File: src/logic/pfs_pkg.sv
/*
  Constants, types and register map of the foldback and fault sequencer.
  Assumes a 10 MHz reference clock and feedback levels given in millivolts.
*/
// Contract
// Feedback below 1.5 V starts frequency foldback
// Setpoint tracks feedback, frozen 250 mV below 1.05 V
// Frequency falls to 26 kHz at 350 mV
// Lower demand at minimum frequency skips pulses
// Early variant reaches minimum frequency at 1.5 V
// Overload flag starts countdown timer
// Overload beyond 100 ms stops gate pulses
// Restart at start threshold, recheck fault
// Persisting fault hiccups again, cleared fault resumes
// Soft-start on every restart after fault
// Compensation ramp only during on-time
// Duty limited 80%, ramp 2.5 V there
// Latched off until supply fully cycled
// Protection pin compared against 3 V
// Ignore comparator 1 us after turn-off
// Accept assertions lasting at least 600 ns
// Latch off after 4 successive events
// Off-time level on 4 consecutive cycles latches
// Supply over 25.5 V stops, latches or recovers
// Clean switching cycle clears event counter
// Fault deassertion clears overload timer
package pfs_pkg;
    // ----------------------------------------------------------------
    // Timing
    // ----------------------------------------------------------------
    localparam int CLK_HZ = 10_000_000;
    localparam int FSW_NOM_HZ = 65_000;
    localparam int FSW_MIN_HZ = 26_000;
    localparam logic [8:0] PER_NOM = 9'(CLK_HZ / FSW_NOM_HZ);
    localparam logic [8:0] PER_MIN = 9'(CLK_HZ / FSW_MIN_HZ);
    localparam int DMAX_PCT = 80;
    localparam int BLANK_NS = 1000;
    localparam int MINW_NS = 600;
    localparam int BLANK_CYC = (BLANK_NS * (CLK_HZ / 1_000_000) + 999) / 1000;
    localparam int MINW_CYC = (MINW_NS * (CLK_HZ / 1_000_000) + 999) / 1000;
    localparam int OL_MS = 100;
    localparam int OVP_EVENTS = 4;
    // ----------------------------------------------------------------
    // Levels in millivolts
    // ----------------------------------------------------------------
    localparam logic [11:0] FOLD_MV = 12'h5dc;
    localparam logic [11:0] FREEZE_MV = 12'h41a;
    localparam logic [11:0] FMIN_MV = 12'h15e;
    localparam logic [11:0] SKIP_MV = 12'h12c;
    localparam logic [9:0] SETPT_MAX_MV = 10'h320;
    localparam logic [9:0] SETPT_FROZEN_MV = 10'h0fa;
    localparam logic [11:0] RAMP_PEAK_MV = 12'h9c4;
    localparam logic [11:0] RAMP_STEP_MV =
        12'(int'(RAMP_PEAK_MV) / (int'(PER_NOM) * DMAX_PCT / 100));
    // ----------------------------------------------------------------
    // Registers
    // ----------------------------------------------------------------
    localparam logic [11:0] REG_CTRL = 12'h000;
    localparam logic [11:0] REG_STATUS = 12'h004;
    localparam logic [11:0] REG_PERIOD = 12'h008;
    localparam int CTRL_EN_BIT = 0;
    localparam int CTRL_EARLY_BIT = 1;
    localparam int CTRL_VAUTO_BIT = 2;
    localparam logic [2:0] CTRL_RST = 3'h1;
    localparam logic [1:0] RESP_OKAY = 2'h0;
    localparam logic [1:0] RESP_SLVERR = 2'h2;

    typedef struct packed {
        logic vcc_auto;
        logic early_fold;
        logic enable;
    } pfs_ctrl_t;

    typedef enum logic [1:0] {
        ST_SOFT = 2'b00,
        ST_RUN = 2'b01,
        ST_HICCUP = 2'b10,
        ST_LATCH = 2'b11
    } pfs_state_t;
endpackage : pfs_pkg

File: src/logic/pfs_ovp_qual.sv
/*
  Over-voltage event qualifier: blanking, minimum width, successive count.
  Assumes a comparator output that is high while the pin exceeds 3 V.
*/
`timescale 1ns/1ps
module pfs_ovp_qual import pfs_pkg::*; (
    input wire logic ref_clk_i,
    input wire logic rst_i,
    input wire logic ce_i,
    input wire logic off_edge_i,
    input wire logic off_time_i,
    input wire logic cyc_end_i,
    input wire logic protection_sense_pin_i,
    output logic [2:0] count_o,
    output logic latch_o
);
    logic [3:0] blank_reg;
    logic [2:0] width_reg;
    logic seen_reg;
    logic [2:0] count_reg;
    logic latch_reg;
    // ----------------------------------------------------------------
    // Qualification
    // ----------------------------------------------------------------
    wire sample_w = off_time_i && !off_edge_i && blank_reg == 4'h0;
    wire high_w = sample_w && protection_sense_pin_i;
    wire hit_w = high_w && width_reg == 3'(MINW_CYC - 1);
    wire evt_w = seen_reg || hit_w;
    wire [2:0] count_next = evt_w ? 3'(count_reg + 3'h1) : 3'h0;
    always_ff @(posedge ref_clk_i) begin
        if (rst_i) begin
            blank_reg <= 4'h0;
            width_reg <= 3'h0;
        end else if (ce_i) begin
            if (off_edge_i) begin
                blank_reg <= 4'(BLANK_CYC);
            end else if (blank_reg != 4'h0) begin
                blank_reg <= blank_reg - 4'h1;
            end
            // Short assertions restart the width count
            width_reg <= (high_w && !hit_w) ? width_reg + 3'h1 : 3'h0;
        end
    end

    always_ff @(posedge ref_clk_i) begin
        if (rst_i) begin
            seen_reg <= 1'b0;
            count_reg <= 3'h0;
            latch_reg <= 1'b0;
        end else if (ce_i) begin
            // A hit in the closing cycle still counts
            seen_reg <= cyc_end_i ? 1'b0 : evt_w;
            if (cyc_end_i && count_reg != 3'(OVP_EVENTS)) begin
                count_reg <= count_next;
            end
            latch_reg <= latch_reg || count_reg == 3'(OVP_EVENTS);
        end
    end

    assign count_o = count_reg;
    assign latch_o = latch_reg;
endmodule : pfs_ovp_qual

File: src/logic/pfs_sequencer.sv
/*
  Foldback, skip, soft-start, overload hiccup and latch-off sequencer
  with an AXI4-Lite register slave.
  Assumes comparator outputs synchronous to ref_clk_i; a supply cycle
  down and up is presented as rst_i.
*/
`timescale 1ns/1ps
module pfs_sequencer import pfs_pkg::*; #(
    parameter int OL_CYCLES = OL_MS * (CLK_HZ / 1000),
    parameter int SS_STEP_CYC = 16
) (
    input wire logic ref_clk_i,
    input wire logic rst_i,
    input wire logic ce_i,
    input wire logic [11:0] feedback_level_i,
    input wire logic cs_trip_i,
    input wire logic overload_i,
    input wire logic supply_start_threshold_i,
    input wire logic vcc_ovp_i,
    input wire logic protection_sense_pin_i,
    output logic gate_o,
    output logic [11:0] ramp_o,
    output logic [9:0] setpoint_o,
    output logic latch_hold_element_o,
    input wire logic [11:0] s_axi_awaddr,
    input wire logic s_axi_awvalid,
    output logic s_axi_awready,
    input wire logic [31:0] s_axi_wdata,
    input wire logic [3:0] s_axi_wstrb,
    input wire logic s_axi_wvalid,
    output logic s_axi_wready,
    output logic [1:0] s_axi_bresp,
    output logic s_axi_bvalid,
    input wire logic s_axi_bready,
    input wire logic [11:0] s_axi_araddr,
    input wire logic s_axi_arvalid,
    output logic s_axi_arready,
    output logic [31:0] s_axi_rdata,
    output logic [1:0] s_axi_rresp,
    output logic s_axi_rvalid,
    input wire logic s_axi_rready
);
    // ----------------------------------------------------------------
    // Functions
    // ----------------------------------------------------------------
    function automatic logic pfs_hit(input logic [11:0] a, input logic [11:0] off);
        pfs_hit = a[11:2] == off[11:2];
    endfunction : pfs_hit

    function automatic logic pfs_mapped(input logic [11:0] a);
        pfs_mapped = pfs_hit(a, REG_CTRL) || pfs_hit(a, REG_STATUS) || pfs_hit(a, REG_PERIOD);
    endfunction : pfs_mapped

    function automatic logic [8:0] pfs_period(input logic [11:0] fb, input logic early);
        int span;
        span = int'(FOLD_MV) - int'(fb);
        if (fb >= FOLD_MV) begin
            pfs_period = PER_NOM;
        end else if (early || fb <= FMIN_MV) begin
            pfs_period = PER_MIN;
        end else begin
            pfs_period = 9'(int'(PER_NOM) + span * int'(PER_MIN - PER_NOM)
                            / int'(FOLD_MV - FMIN_MV));
        end
    endfunction : pfs_period

    // ----------------------------------------------------------------
    // State
    // ----------------------------------------------------------------
    pfs_state_t state_reg;
    pfs_state_t state_next;
    pfs_ctrl_t ctrl_reg;
    logic [8:0] cyc_reg;
    logic [8:0] period_reg;
    logic [8:0] maxon_reg;
    logic on_reg;
    logic [11:0] ramp_reg;
    logic [9:0] setpoint_reg;
    logic [7:0] ss_reg;
    logic [15:0] ss_div_reg;
    logic [19:0] ol_cnt_reg;
    logic hic_low_reg;
    logic [2:0] ovp_count;
    logic ovp_latch;

    // ----------------------------------------------------------------
    // Feedback decode
    // ----------------------------------------------------------------
    wire fold_w = feedback_level_i < FOLD_MV;
    wire frozen_w = feedback_level_i < FREEZE_MV;
    wire skip_w = feedback_level_i < SKIP_MV;
    wire [8:0] period_calc = pfs_period(feedback_level_i, ctrl_reg.early_fold);
    wire [8:0] maxon_calc = 9'((18'(period_calc) * 18'(DMAX_PCT)) / 18'd100);
    wire [9:0] track_w = 10'((int'(feedback_level_i) * 10) / 42);
    wire [9:0] sp_w = frozen_w ? SETPT_FROZEN_MV :
                      (track_w > SETPT_MAX_MV ? SETPT_MAX_MV : track_w);

    // ----------------------------------------------------------------
    // Switching cycle
    // ----------------------------------------------------------------
    wire active_w = state_reg == ST_SOFT || state_reg == ST_RUN;
    wire run_ok = active_w && ctrl_reg.enable && !vcc_ovp_i;
    wire cyc_end = cyc_reg == period_reg - 9'h1;
    wire [8:0] on_lim = state_reg == ST_SOFT ?
        9'((18'(maxon_reg) * (18'(ss_reg) + 18'd1)) >> 8) : maxon_reg;
    wire off_hit = cs_trip_i || (10'(cyc_reg) + 10'h1) >= {1'b0, on_lim};
    wire on_next = cyc_end ? (run_ok && !skip_w) : (on_reg && !off_hit && run_ok);
    wire off_edge = on_reg && !on_next;
    wire [12:0] ramp_sum = 13'(ramp_reg) + 13'(RAMP_STEP_MV);
    wire [11:0] ramp_sat = ramp_sum > 13'(RAMP_PEAK_MV) ? RAMP_PEAK_MV : ramp_sum[11:0];
    wire [11:0] ramp_next = (on_next && on_reg) ? ramp_sat : 12'h000;

    always_ff @(posedge ref_clk_i) begin
        if (rst_i) begin
            cyc_reg <= 9'h000;
            period_reg <= PER_NOM;
            maxon_reg <= 9'h000;
        end else if (ce_i) begin
            cyc_reg <= cyc_end ? 9'h000 : cyc_reg + 9'h001;
            if (cyc_end) begin
                period_reg <= period_calc;
                maxon_reg <= maxon_calc;
            end
        end
    end

    always_ff @(posedge ref_clk_i) begin
        if (rst_i) begin
            on_reg <= 1'b0;
            ramp_reg <= 12'h000;
            setpoint_reg <= SETPT_FROZEN_MV;
        end else if (ce_i) begin
            on_reg <= on_next;
            ramp_reg <= ramp_next;
            setpoint_reg <= sp_w;
        end
    end

    // Supply overvoltage blocks the drive without waiting for a clock
    assign gate_o = on_reg && run_ok;
    assign ramp_o = ramp_reg;
    assign setpoint_o = setpoint_reg;
    assign latch_hold_element_o = state_reg == ST_LATCH;

    // ----------------------------------------------------------------
    // Soft-start and overload timer
    // ----------------------------------------------------------------
    wire ss_tick = ss_div_reg == 16'(SS_STEP_CYC - 1);
    wire ol_count = overload_i && active_w;
    wire ol_expire = ol_count && ol_cnt_reg == 20'(OL_CYCLES - 1);

    always_ff @(posedge ref_clk_i) begin
        if (rst_i) begin
            ss_reg <= 8'h00;
            ss_div_reg <= 16'h0000;
            ol_cnt_reg <= 20'h00000;
            hic_low_reg <= 1'b0;
        end else if (ce_i) begin
            ss_div_reg <= (state_reg != ST_SOFT || ss_tick) ? 16'h0000 : ss_div_reg + 16'h0001;
            if (state_reg != ST_SOFT) begin
                ss_reg <= 8'h00;
            end else if (ss_tick && ss_reg != 8'hff) begin
                ss_reg <= ss_reg + 8'h01;
            end
            ol_cnt_reg <= ol_count ? ol_cnt_reg + 20'h00001 : 20'h00000;
            // Restart only after the supply has sagged and recharged
            hic_low_reg <= state_reg == ST_HICCUP && (hic_low_reg || !supply_start_threshold_i);
        end
    end

    // ----------------------------------------------------------------
    // Sequencer
    // ----------------------------------------------------------------
    always_comb begin
        state_next = state_reg;
        case (state_reg)
            ST_SOFT: begin
                if (ss_reg == 8'hff) begin
                    state_next = ST_RUN;
                end
            end
            ST_RUN: begin
                state_next = ST_RUN;
            end
            ST_HICCUP: begin
                if (hic_low_reg && supply_start_threshold_i) begin
                    state_next = ST_SOFT;
                end
            end
            ST_LATCH: begin
                state_next = ST_LATCH;
            end
            default: begin
                state_next = ST_LATCH;
            end
        endcase
        if (active_w && ol_expire) begin
            state_next = ST_HICCUP;
        end
        if (state_reg != ST_LATCH && vcc_ovp_i && ctrl_reg.vcc_auto) begin
            state_next = ST_HICCUP;
        end
        if (ovp_latch || (vcc_ovp_i && !ctrl_reg.vcc_auto)) begin
            state_next = ST_LATCH;
        end
    end

    always_ff @(posedge ref_clk_i) begin
        if (rst_i) begin
            state_reg <= ST_SOFT;
        end else if (ce_i) begin
            state_reg <= state_next;
        end
    end

    pfs_ovp_qual u_ovp (
        .ref_clk_i(ref_clk_i),
        .rst_i(rst_i),
        .ce_i(ce_i),
        .off_edge_i(off_edge),
        .off_time_i(!on_reg),
        .cyc_end_i(cyc_end),
        .protection_sense_pin_i(protection_sense_pin_i),
        .count_o(ovp_count),
        .latch_o(ovp_latch)
    );

    // ----------------------------------------------------------------
    // AXI4-Lite slave
    // ----------------------------------------------------------------
    logic aw_full_reg;
    logic w_full_reg;
    logic [11:0] awaddr_reg;
    logic [31:0] wdata_reg;
    logic [3:0] wstrb_reg;
    logic bvalid_reg;
    logic [1:0] bresp_reg;
    logic rvalid_reg;
    logic [1:0] rresp_reg;
    logic [31:0] rdata_reg;

    // Ready falls with the clock enable so no beat is lost while frozen
    assign s_axi_awready = ce_i && !aw_full_reg;
    assign s_axi_wready = ce_i && !w_full_reg;
    assign s_axi_arready = ce_i && !rvalid_reg;
    wire aw_take = s_axi_awvalid && s_axi_awready;
    wire w_take = s_axi_wvalid && s_axi_wready;
    wire do_wr = aw_full_reg && w_full_reg && !bvalid_reg;
    wire ctrl_wr = do_wr && pfs_hit(awaddr_reg, REG_CTRL) && wstrb_reg[0];
    wire [31:0] status_w = {24'h000000, ovp_count, skip_w, frozen_w, fold_w, state_reg};
    wire [31:0] rd_mux =
        pfs_hit(s_axi_araddr, REG_CTRL) ? {29'h00000000, ctrl_reg} :
        pfs_hit(s_axi_araddr, REG_STATUS) ? status_w :
        pfs_hit(s_axi_araddr, REG_PERIOD) ? {23'h000000, period_reg} : 32'h00000000;

    always_ff @(posedge ref_clk_i) begin
        if (rst_i) begin
            aw_full_reg <= 1'b0;
            w_full_reg <= 1'b0;
            awaddr_reg <= 12'h000;
            wdata_reg <= 32'h00000000;
            wstrb_reg <= 4'h0;
        end else if (ce_i) begin
            if (aw_take) begin
                awaddr_reg <= s_axi_awaddr;
            end
            if (w_take) begin
                wdata_reg <= s_axi_wdata;
                wstrb_reg <= s_axi_wstrb;
            end
            aw_full_reg <= do_wr ? 1'b0 : (aw_full_reg || aw_take);
            w_full_reg <= do_wr ? 1'b0 : (w_full_reg || w_take);
        end
    end

    always_ff @(posedge ref_clk_i) begin
        if (rst_i) begin
            bvalid_reg <= 1'b0;
            bresp_reg <= RESP_OKAY;
            rvalid_reg <= 1'b0;
            rresp_reg <= RESP_OKAY;
            rdata_reg <= 32'h00000000;
            ctrl_reg <= CTRL_RST;
        end else if (ce_i) begin
            if (ctrl_wr) begin
                ctrl_reg <= wdata_reg[2:0];
            end
            if (do_wr) begin
                bvalid_reg <= 1'b1;
                bresp_reg <= pfs_mapped(awaddr_reg) ? RESP_OKAY : RESP_SLVERR;
            end else if (s_axi_bready) begin
                bvalid_reg <= 1'b0;
            end
            if (s_axi_arvalid && s_axi_arready) begin
                rvalid_reg <= 1'b1;
                rdata_reg <= rd_mux;
                rresp_reg <= pfs_mapped(s_axi_araddr) ? RESP_OKAY : RESP_SLVERR;
            end else if (s_axi_rready) begin
                rvalid_reg <= 1'b0;
            end
        end
    end

    assign s_axi_bvalid = bvalid_reg;
    assign s_axi_bresp = bresp_reg;
    assign s_axi_rvalid = rvalid_reg;
    assign s_axi_rresp = rresp_reg;
    assign s_axi_rdata = rdata_reg;
endmodule : pfs_sequencer

File: config.mk
export PLATFORM = sky130hd
export DESIGN_NAME = pfs_sequencer
export DESIGN_NICKNAME = d
export VERILOG_FILES = /design/src/logic/pfs_pkg.sv /design/src/logic/pfs_ovp_qual.sv /design/src/logic/pfs_sequencer.sv
export SDC_FILE = /design/constraint.sdc
export NUM_CORES = 1
export LEC_CHECK = 0
export BUFFER_PORTS_ARGS = -buffer_cell sky130_fd_sc_hd__buf_2
export CORE_MARGIN = 1
export CORE_UTILIZATION = 55
export CTS_CLUSTER_DIAMETER = 80
export DETAILED_ROUTE_END_ITERATION = 10
export PLACE_DENSITY = 0.81
export SETUP_SLACK_MARGIN = 0.02
export SYNTH_ARGS = -nofsm -noshare
export SYNTH_HDL_FRONTEND = slang
export SYNTH_HIERARCHICAL = 1
export SYNTH_SLANG_ARGS = --single-unit
File: constraint.sdc
create_clock -name ref_clk_i -period 34 [get_ports ref_clk_i]
set_input_delay 5.1 -clock ref_clk_i [delete_from_list [all_inputs] [get_ports ref_clk_i]]
set_output_delay 5.1 -clock ref_clk_i [all_outputs]
set_load 0.02 [all_outputs]
## Word level (Yosys, flattened, before mapping)

Index checks and enable logic that the tools add are counted.

- Bits in registers: 168
- Input bits: 85
- Word-level logic and storage cells: 192

- Add/subtract/negate cells: 13
- Div/mod/pow operators: 3
- Order comparisons: 8
- Muxes and demuxes: 35
- $mul: 4
- Reduce and logical (&&, ||, !) cells: 82
- Equality and inequality tests: 18

Operators with widths:

| operator | count |
|---|---|
| two-way mux 9 bit | 7 |
| logical AND 1 bit | 33 |
| divider 32 x 12 -> 32 bit (second input constant) | 1 |
| divider 32 x 7 -> 32 bit (second input constant) | 1 |
| < comparator 12 x 11 -> 1 bit (second input constant) | 2 |
| two-way mux 12 bit | 2 |
| multiplier 13 x 9 -> 22 bit (second input constant) | 1 |
| AND reduction 2 bit | 11 |
| adder 20 x 1 -> 20 bit (second input constant) | 1 |
| == test 10 x 1 -> 1 bit (second input constant) | 2 |
| == test 10 x 2 -> 1 bit (second input constant) | 2 |
| == test 20 bit (second input constant) | 1 |
| zero test 10 bit | 2 |
| two-way mux 10 bit | 2 |
| two-way mux 20 bit | 1 |
| divider 16 x 7 -> 18 bit (second input constant) | 1 |
| multiplier 9 x 9 -> 17 bit | 1 |
| adder 16 x 1 -> 16 bit (second input constant) | 1 |
| == test 16 x 4 -> 1 bit (second input constant) | 1 |
| two-way mux 16 bit | 1 |
| two-way mux 8 bit | 2 |
| multiplier 12 x 3 -> 15 bit (second input constant) | 1 |
| logical OR 1 bit | 14 |
| two-way mux 2 bit | 7 |
| 36 further kinds | 65 |

## Depth between registers and ports, before layout

Gate-level depths: netlist of the first run.

- Depth in word-level cells: 19
- Gate-level depth with buffers: 113
- Gate-level depth less buffers: 102

## By module

Netlist of the first run, hierarchy kept.

Modules (own cells, without submodules):

| module | seq. area each (um^2) | cells each | times used | area an instance (um^2) |
|---|---|---|---|---|
| pfs_sequencer | 2,542.4 | 3,202 | 1 | 23,102.2 |
| pfs_ovp_qual | 240.2 | 76 | 1 | 673.1 |

## Worst setup path after synthesis of the first run

Ideal clock, no wire load.

- Path type: input port to flip-flop
- From: input feedback_level_i[0]
- To: register maxon_reg[0]
- Path buffers: 9
- Path slack: 5,544 ps
- Stages: 109
- Data required time: 33,861 ps
- Arrival: 28,318 ps
- Setup time: 139 ps
- Cells stage by stage: clkbuf_1 > inv_1 > ha_1 > buf_2 > nand4b_1 > nand2_1 > nand3_1 > xor2_1 > and2_1 > nor2_1 > ha_1 > or2_2 > ha_1 > fa_1 > inv_1 > fa_1 > inv_1 > ha_1 > [73 not listed] > a22oi_4 > xnor2_4 > and3_4 > o21ai_1 > a221o_1 > a32oi_4 > xor2_2 > ha_1 > nor2_1 > nand2_1 > o211ai_2 > and2_4 > o22a_1 > ha_1 > nand2b_1 > o21ai_0 > a2111oi_0 > a221oi_1

- Longest elaborated chain between the ends: 8
- Elaborated cells between the ends (all ways): 11
- Those cells by class: add/sub (2); mul (2); div (2); order compare (2); mux (2); reduce/logical (1)

RTL lines:

| what | RTL line | text |
|---|---|---|
| from (decl) | pfs_sequencer.sv:15 | `input wire logic [11:0] feedback_level_i,` |
| subtractor 11 x 12 -> 13 bit | pfs_sequencer.sv:56 | `span = int'(FOLD_MV) - int'(fb);` |
| multiplier 13 x 9 -> 22 bit | pfs_sequencer.sv:62 | `pfs_period = 9'(int'(PER_NOM) + span * int'(PER_MIN - PER_NOM)` |
| divider 32 x 12 -> 32 bit | pfs_sequencer.sv:63 | `/ int'(FOLD_MV - FMIN_MV));` |
| adder 9 bit | pfs_sequencer.sv:62 |  |
| two-way mux 9 bit | pfs_sequencer.sv:59 | `end else if (early \|\| fb <= FMIN_MV) begin` |
| two-way mux 9 bit * | pfs_sequencer.sv:57 | `if (fb >= FOLD_MV) begin` |
| named net period_calc[6] | pfs_sequencer.sv:92 | `wire [8:0] period_calc = pfs_period(feedback_level_i, ctrl_reg.early_fold);` |
| multiplier 9 x 3 -> 12 bit * | pfs_sequencer.sv:93 | `wire [8:0] maxon_calc = 9'((18'(period_calc) * 18'(DMAX_PCT)) / 18'd100);` |
| divider 16 x 7 -> 18 bit * | pfs_sequencer.sv:93 |  |
| to (signal assigned) | pfs_sequencer.sv:122 | `maxon_reg <= maxon_calc;` |
| to (decl) | pfs_sequencer.sv:75 | `logic [8:0] maxon_reg;` |

Mark *: on every way through the listed nets, which the timed path passes. The rest lies on a longest branch.
A chain may end at the register's enable or synchronous reset.

## Worst setup path in the final report of the first run

Same ends and word-level chain as after synthesis.

==> results of run 1 <==
[worst min-delay path, cell delays in order (launching register included)]
cell and delay (ns):
dfxtp_1 0.31, nand2_1 0.05, a21oi_1 0.05
[layout by cell type, fill, tap and decap left out, drive strengths merged, types with 21 or more instances in the layout]
master,count
o21ai,181
or2,27
a31oi,36
a211oi,56
o31ai,21
nand2,328
nand2b,46
nor2,341
nor4,36
or3,30
a211o,28
o21bai,21
and3,42
xnor2,170
and2,87
dfxtp,139
a21o,47
nand3,97
mux2i,37
nor2b,26
inv,237
a21oi,251
conb,28
buf,105
nor3,86
ha,155
fa,79
nand4,42
xor2,109
o211ai,31
o21a,30
[stage by stage]
stage | setup WS [ns] | std cells
floorplan | 5.54 | 3305
global placement | 1.69 | 3843
detailed placement | 1.41 | 3843
CTS | 1.75 | 3875
global route | 0.0880 | 3878
finish | 2.28 | 3878
[kinds of logic (layout without fill, tap and decap cells)]
logic type / after synthesis / in the layout / synth area share (%)
AND/OR/NAND/NOR: 1262 / 1262 / 26.1
flip-flops: 139 / 139 / 11.7
AO/OA/AOI/OAI: 939 / 939 / 28.0
multiplexers: 47 / 47 / 2.12
other: 1 / 28 / 0.0158
buffers and inverters: 373 / 369 / 6.54
XOR/XNOR: 281 / 281 / 10.6
adder cells (fa/ha/maj): 236 / 236 / 14.9
[cell type report]
| cell class | count | area [um^2] | area share, % |
|---|---|---|---|
| timing repair buffer | 105 | 576 | 2.29 |
| tap | 577 | 722 | 2.87 |
| clock inverter | 13 | 180 | 0.716 |
| multi-input combinational | 2793 | 19600 | 77.8 |
| inverter | 232 | 871 | 3.46 |
| sequential | 139 | 2780 | 11.1 |
| clock buffer | 19 | 443 | 1.76 |
[path summary, 6_finish.rpt]
check             endpoint  slack, ns  cells after the start
max reg2reg   maxon_reg[0]      23.41                     39
max           maxon_reg[0]       2.28                    100
min reg2reg  awaddr_reg[7]       0.45                      2
min          awaddr_reg[7]       0.45                      2
[metal layers]
layer	global-route usage, %	vias to the layer above
met3	3.04	86
li1	-	11800
met4	6.82	0
met1	36.4	11300
met2	45.0	686
met5	0	-
[what timing repair did]
| item | CTS | global route |
|---|---|---|
| buffers inserted | 0 | 3 |
| resized for setup | 0 | 10 |
| setup endpoints to repair | 0 | 2 |
==> reports/qor.csv, run 1 <==
metric,value,unit
Core Footprint,42300,um^2
number of cell rows,75,
crit path from,feedback_level_i[0],
Final Cell Area,25200,um^2
status,"complete, no violations",
Final HPWL DP,46900,um
number of failing hold endpoints at the final stage,0,
clock-pin transition on the worst setup and hold timing paths,0.06,ns
"EDFF count, synth",0,
WL/cell,15.6,um
number of antenna-violating nets in the routed design,0,
Horiz. Die Dim,210,um
Cell variety after synth,133,
period utilisation layout,93.3,%
DIE AREA,44100,um^2
mean area per synthesized cell,7.25,um^2
CTS sink count,139,
M1 wire length,27800,um
initial antenna violation count,0,
Worst Hold Class,reg2reg,
post-synth top area share,11.7,%
initial cell density of the core,56.2,%
later-pin clock latency in the skew report,0.43,ns
biggest area consumer among synthesized cells,dfxtp_1,
WL met2,28400,um
global-route wire length before repair,102000,um
endpoint kind of the worst setup timing path,flop,
headroom to the max-slew limit,29.0,%
share of the yosys chip area belonging to registers,11.7,%
clock tree root driver cell,clkbuf_16,
via count of the first global-routing pass,21800,
number of vias in the routed layout,23900,
maximum number of pins on one net before global-route repair,69,
WP buf/inv,8,
Boundary Pins,150,
diode count,0,
ys flop type,dfxtp_1,
1st-pass router iterations,6,
data required time of the critical path,34.26,ns
"Core Util, Final",59.5,%
leading cell types by total area after synthesis,"dfxtp_1, ha_1, fa_1",
Worst Tran Pin Value,1.06,ns
per-cell via count in the routed design,6.16,
WS Path Type,in2reg,
Fin Hold WS,0.454,ns
biggest cell delay along the critical path,0.58,ns
leading cell types by count after synthesis,"nor2_1, nand2_1, a21oi_1",
post-synthesis async set-or-reset flop share,0,%
Final Critical Period,31.72,ns
CTS max path bufs,2,
slowest CP cell,o41ai_2,
Highest Signal Layer,met4,
cell with the most instances after synthesis,nor2_1,
final sum of negative setup slack,0,ns
DRC Markers,0,
number of setup violations in the final report,0,
Max Freq,31.5,MHz
number of flip-flops in the largest register,20,
Layout Skew,0.00908,ns
# Max-Cap Violations,0,
count of buffers from port buffering,86,
number of standard cells after synthesis,3278,
global route overflow,0,
Die Ht,210,um
total cell area at the placement stage,24500,um^2
routed wire length,60600,um
startpoint types,input pin,
initial DRC count,2061,
global-route usage over all layers,26.8,%
highest net fanout along the worst path,27,
# hold bufs at CTS,0,
number of inserted filler cells in the final layout,3933,
cell area after technology mapping,23800,um^2
Top delay family on crit path,compound AO/OA/AOI/OAI gates,
critical register-to-register path startpoint,ctrl_reg[1],
deepest level of the CTS H-tree,4,
critical path's most frequent cell,ha_1,
Layout area overhead,5.84,%
CTS Buf Count,17,
fraction of layout instances using a drive strength above 1,7.69,%
"Arr. time, crit path",31.98,ns
Max Transition Viols Final,0,
nets,3607,
unrepaired setup endpoints after global routing,false,
yosys synthesis warning count,6,
Final Wtd Congestion,0.936,
worst min-delay path startpoint,awaddr_reg[7],
clock tree from TritonCTS,built,
#FFs+latches synth,139,
detailed route wirelength on metal3,3370,um
Power of run 1 is left out: the tool's default activity adds up to more than one toggle a clock period on the data nets, which glitch-free logic cannot reach.
==> inputs of run 2 (changes only) <==
--- a/config.mk
+++ b/config.mk
@@ -10,7 +10,9 @@
 export CORE_UTILIZATION = 55
 export CTS_CLUSTER_DIAMETER = 80
 export DETAILED_ROUTE_END_ITERATION = 10
+export HOLD_SLACK_MARGIN = 0.02
 export PLACE_DENSITY = 0.81
+export RECOVER_POWER = 100
 export SETUP_SLACK_MARGIN = 0.02
 export SYNTH_ARGS = -nofsm -noshare
 export SYNTH_HDL_FRONTEND = slang
==> run 2 against run 1 <==
Effect of this change: worst setup slack gained 0.089 ns; via count grew 0.18%; first-iteration DRC count shrank 2.3%; cell count is the same; the run now ends with max-capacitance violations, max-slew violations left; utilization decreased by 0.20 points; die area is the same; register-to-register slack about the same; maximum frequency grew 0.28%; highest routed layer unchanged; critical path depth stayed put; sequential cell count did not move; worst hold slack improved by 0.0013 ns; clock skew about the same.
==> reports/qor.csv, run 2 (synthesis gave the netlist of run 1 again) <==
metric,value,unit,change
fraction of layout instances using a drive strength above 1,6.30,%,was 7.69%
Worst Hold Class,reg2reg,,unchanged
"leading cell type in the layout, fill and taps excluded",nor2_1,,unchanged
deepest level of the CTS H-tree,4,,unchanged
Worst Tran Pin Value,2.33,ns,was 1.06 ns
number of setup violations in the final report,0,,unchanged
global route overflow,0,,unchanged
routed wire length,60500,um,was 60600 um
number of vias in the routed layout,23900,,about the same
later-pin clock latency in the skew report,0.42,ns,was 0.43 ns
clock tree from TritonCTS,built,,unchanged
DRC Markers,0,,unchanged
highest net fanout along the worst path,27,,unchanged
WL/cell,15.6,um,about the same
Final Critical Period,31.63,ns,was 31.72 ns
headroom to the max-slew limit,-55.7,%,was 29.0%
count of buffers from port buffering,86,,unchanged
worst min-delay path startpoint,awaddr_reg[7],,unchanged
startpoint types,input pin,,unchanged
R2R setup slack,23.40,ns,was 23.41 ns
Fin Hold WS,0.455,ns,was 0.454 ns
biggest cell delay along the critical path,0.62,ns,was 0.58 ns
CTS max path bufs,2,,unchanged
violated checks,"max-capacitance violations, max-slew violations",,
clock-pin transition on the worst setup and hold timing paths,0.06,ns,about the same
Final HPWL DP,46900,um,unchanged
Top delay family on crit path,compound AO/OA/AOI/OAI gates,,unchanged
nets,3607,,unchanged
number of failing hold endpoints at the final stage,0,,unchanged
WS Path Type,in2reg,,unchanged
"Core Util, Final",59.3,%,was 59.5%
endpoint kind of the worst setup timing path,flop,,unchanged
Die Ht,210,um,unchanged
Boundary Pins,150,,unchanged
initial cell density of the core,56.2,%,unchanged
initial DRC count,2014,,was 2061
Horiz. Die Dim,210,um,unchanged
number of flip-flops in the largest register,20,,unchanged
WP buf/inv,8,,unchanged
critical path's most frequent cell,ha_1,,unchanged
Core Footprint,42300,um^2,unchanged
diode count,0,,unchanged
"Arr. time, crit path",31.89,ns,was 31.98 ns
Max Transition Viols Final,55,,was 0
number of cell rows,75,,unchanged
number of antenna-violating nets in the routed design,0,,unchanged
slowest CP cell,a2111oi_1,,was o41ai_2
clock tree root driver cell,clkbuf_16,,unchanged
period utilisation layout,93.0,%,was 93.3%
final sum of negative setup slack,0,ns,unchanged
# Max-Cap Violations,1,,was 0
Layout area overhead,5.48,%,was 5.84%
status,"complete, but fails checks",,"was complete, no violations"
1st-pass router iterations,5,,was 6
per-cell via count in the routed design,6.17,,was 6.16
Max Freq,31.6,MHz,was 31.5 MHz
final worst setup slack,2.37,ns,was 2.28 ns
global-route wire length before repair,102000,um,unchanged
Place WS,1.41,ns,unchanged
via count of the first global-routing pass,21800,,unchanged
maximum number of pins on one net before global-route repair,69,,unchanged
crit path from,feedback_level_i[0],,unchanged
CTS sink count,139,,unchanged
Layout Skew,0.00908,ns,about the same
critical register-to-register path startpoint,ctrl_reg[1],,unchanged
Final Wtd Congestion,0.936,,unchanged
CTS Buf Count,17,,unchanged
global-route usage over all layers,26.8,%,unchanged
DIE AREA,44100,um^2,unchanged
most frequent cells in the layout,"nor2_1, nand2_1, a21oi_1",,unchanged
initial antenna violation count,0,,unchanged
unrepaired setup endpoints after global routing,false,,unchanged
data required time of the critical path,34.26,ns,about the same
run 2: changes by cell type in the layout (fill, tap and decap cells not counted), moves of 2 or more:
cell,change
clkbuf_1,+42
buf_2,-38
buf_4,-4
and2_0,+3
and2_1,-3
o21ai_0,+2
o21ai_1,-2
run 2: path summary, 6_finish.rpt:
kind | endpoint | cells past startpoint
worst max-delay path | maxon_reg[0] | 100
worst min-delay path | awaddr_reg[7] | 2
worst max register to register | maxon_reg[0] | 39
worst min register to register | awaddr_reg[7] | 2
run 2: what timing repair did:
item                       in CTS  in global routing
setup endpoints to repair       0                  2
hold buffers                    0                  0
buffers inserted                0                  3
resized for setup               0                 10
hold endpoints to repair        0                  0
run 2: layer usage:
| metal | vias to the layer above | global-route usage [%] | part of all wire, % |
|---|---|---|---|
| li1 | 11800 | - | - |
| met3 | 80 | 3.04 | 5.4 |
| met5 | - | 0 | 0 |
| met2 | 672 | 45.0 | 47 |
| met1 | 11400 | 36.4 | 46 |
| met4 | 0 | 6.82 | 1.8 |
run 2: per-stage QoR:
step	area, um^2	std cells
after global placement	24500	3843
final	25100	3878
after CTS	25100	3875
after floorplan	23900	3305
after detailed placement	24500	3843
after global routing	25100	3878
run 2: worst min-delay path, cell delays in order, from the launching register on:
cell and delay, ns:
dfxtp_1 0.31, nand2_1 0.05, a21oi_1 0.05
run 2: layout make-up:
cell class	instances	area (um^2)
clock inverters	13	180
repair buffers	105	513
fillers	3965	17200
multi-input cells	2793	19600
clock buffers	19	443
well taps	577	722
inverters	232	871
flip-flops and latches	139	2780
Power of run 2 is left out for the same reason.
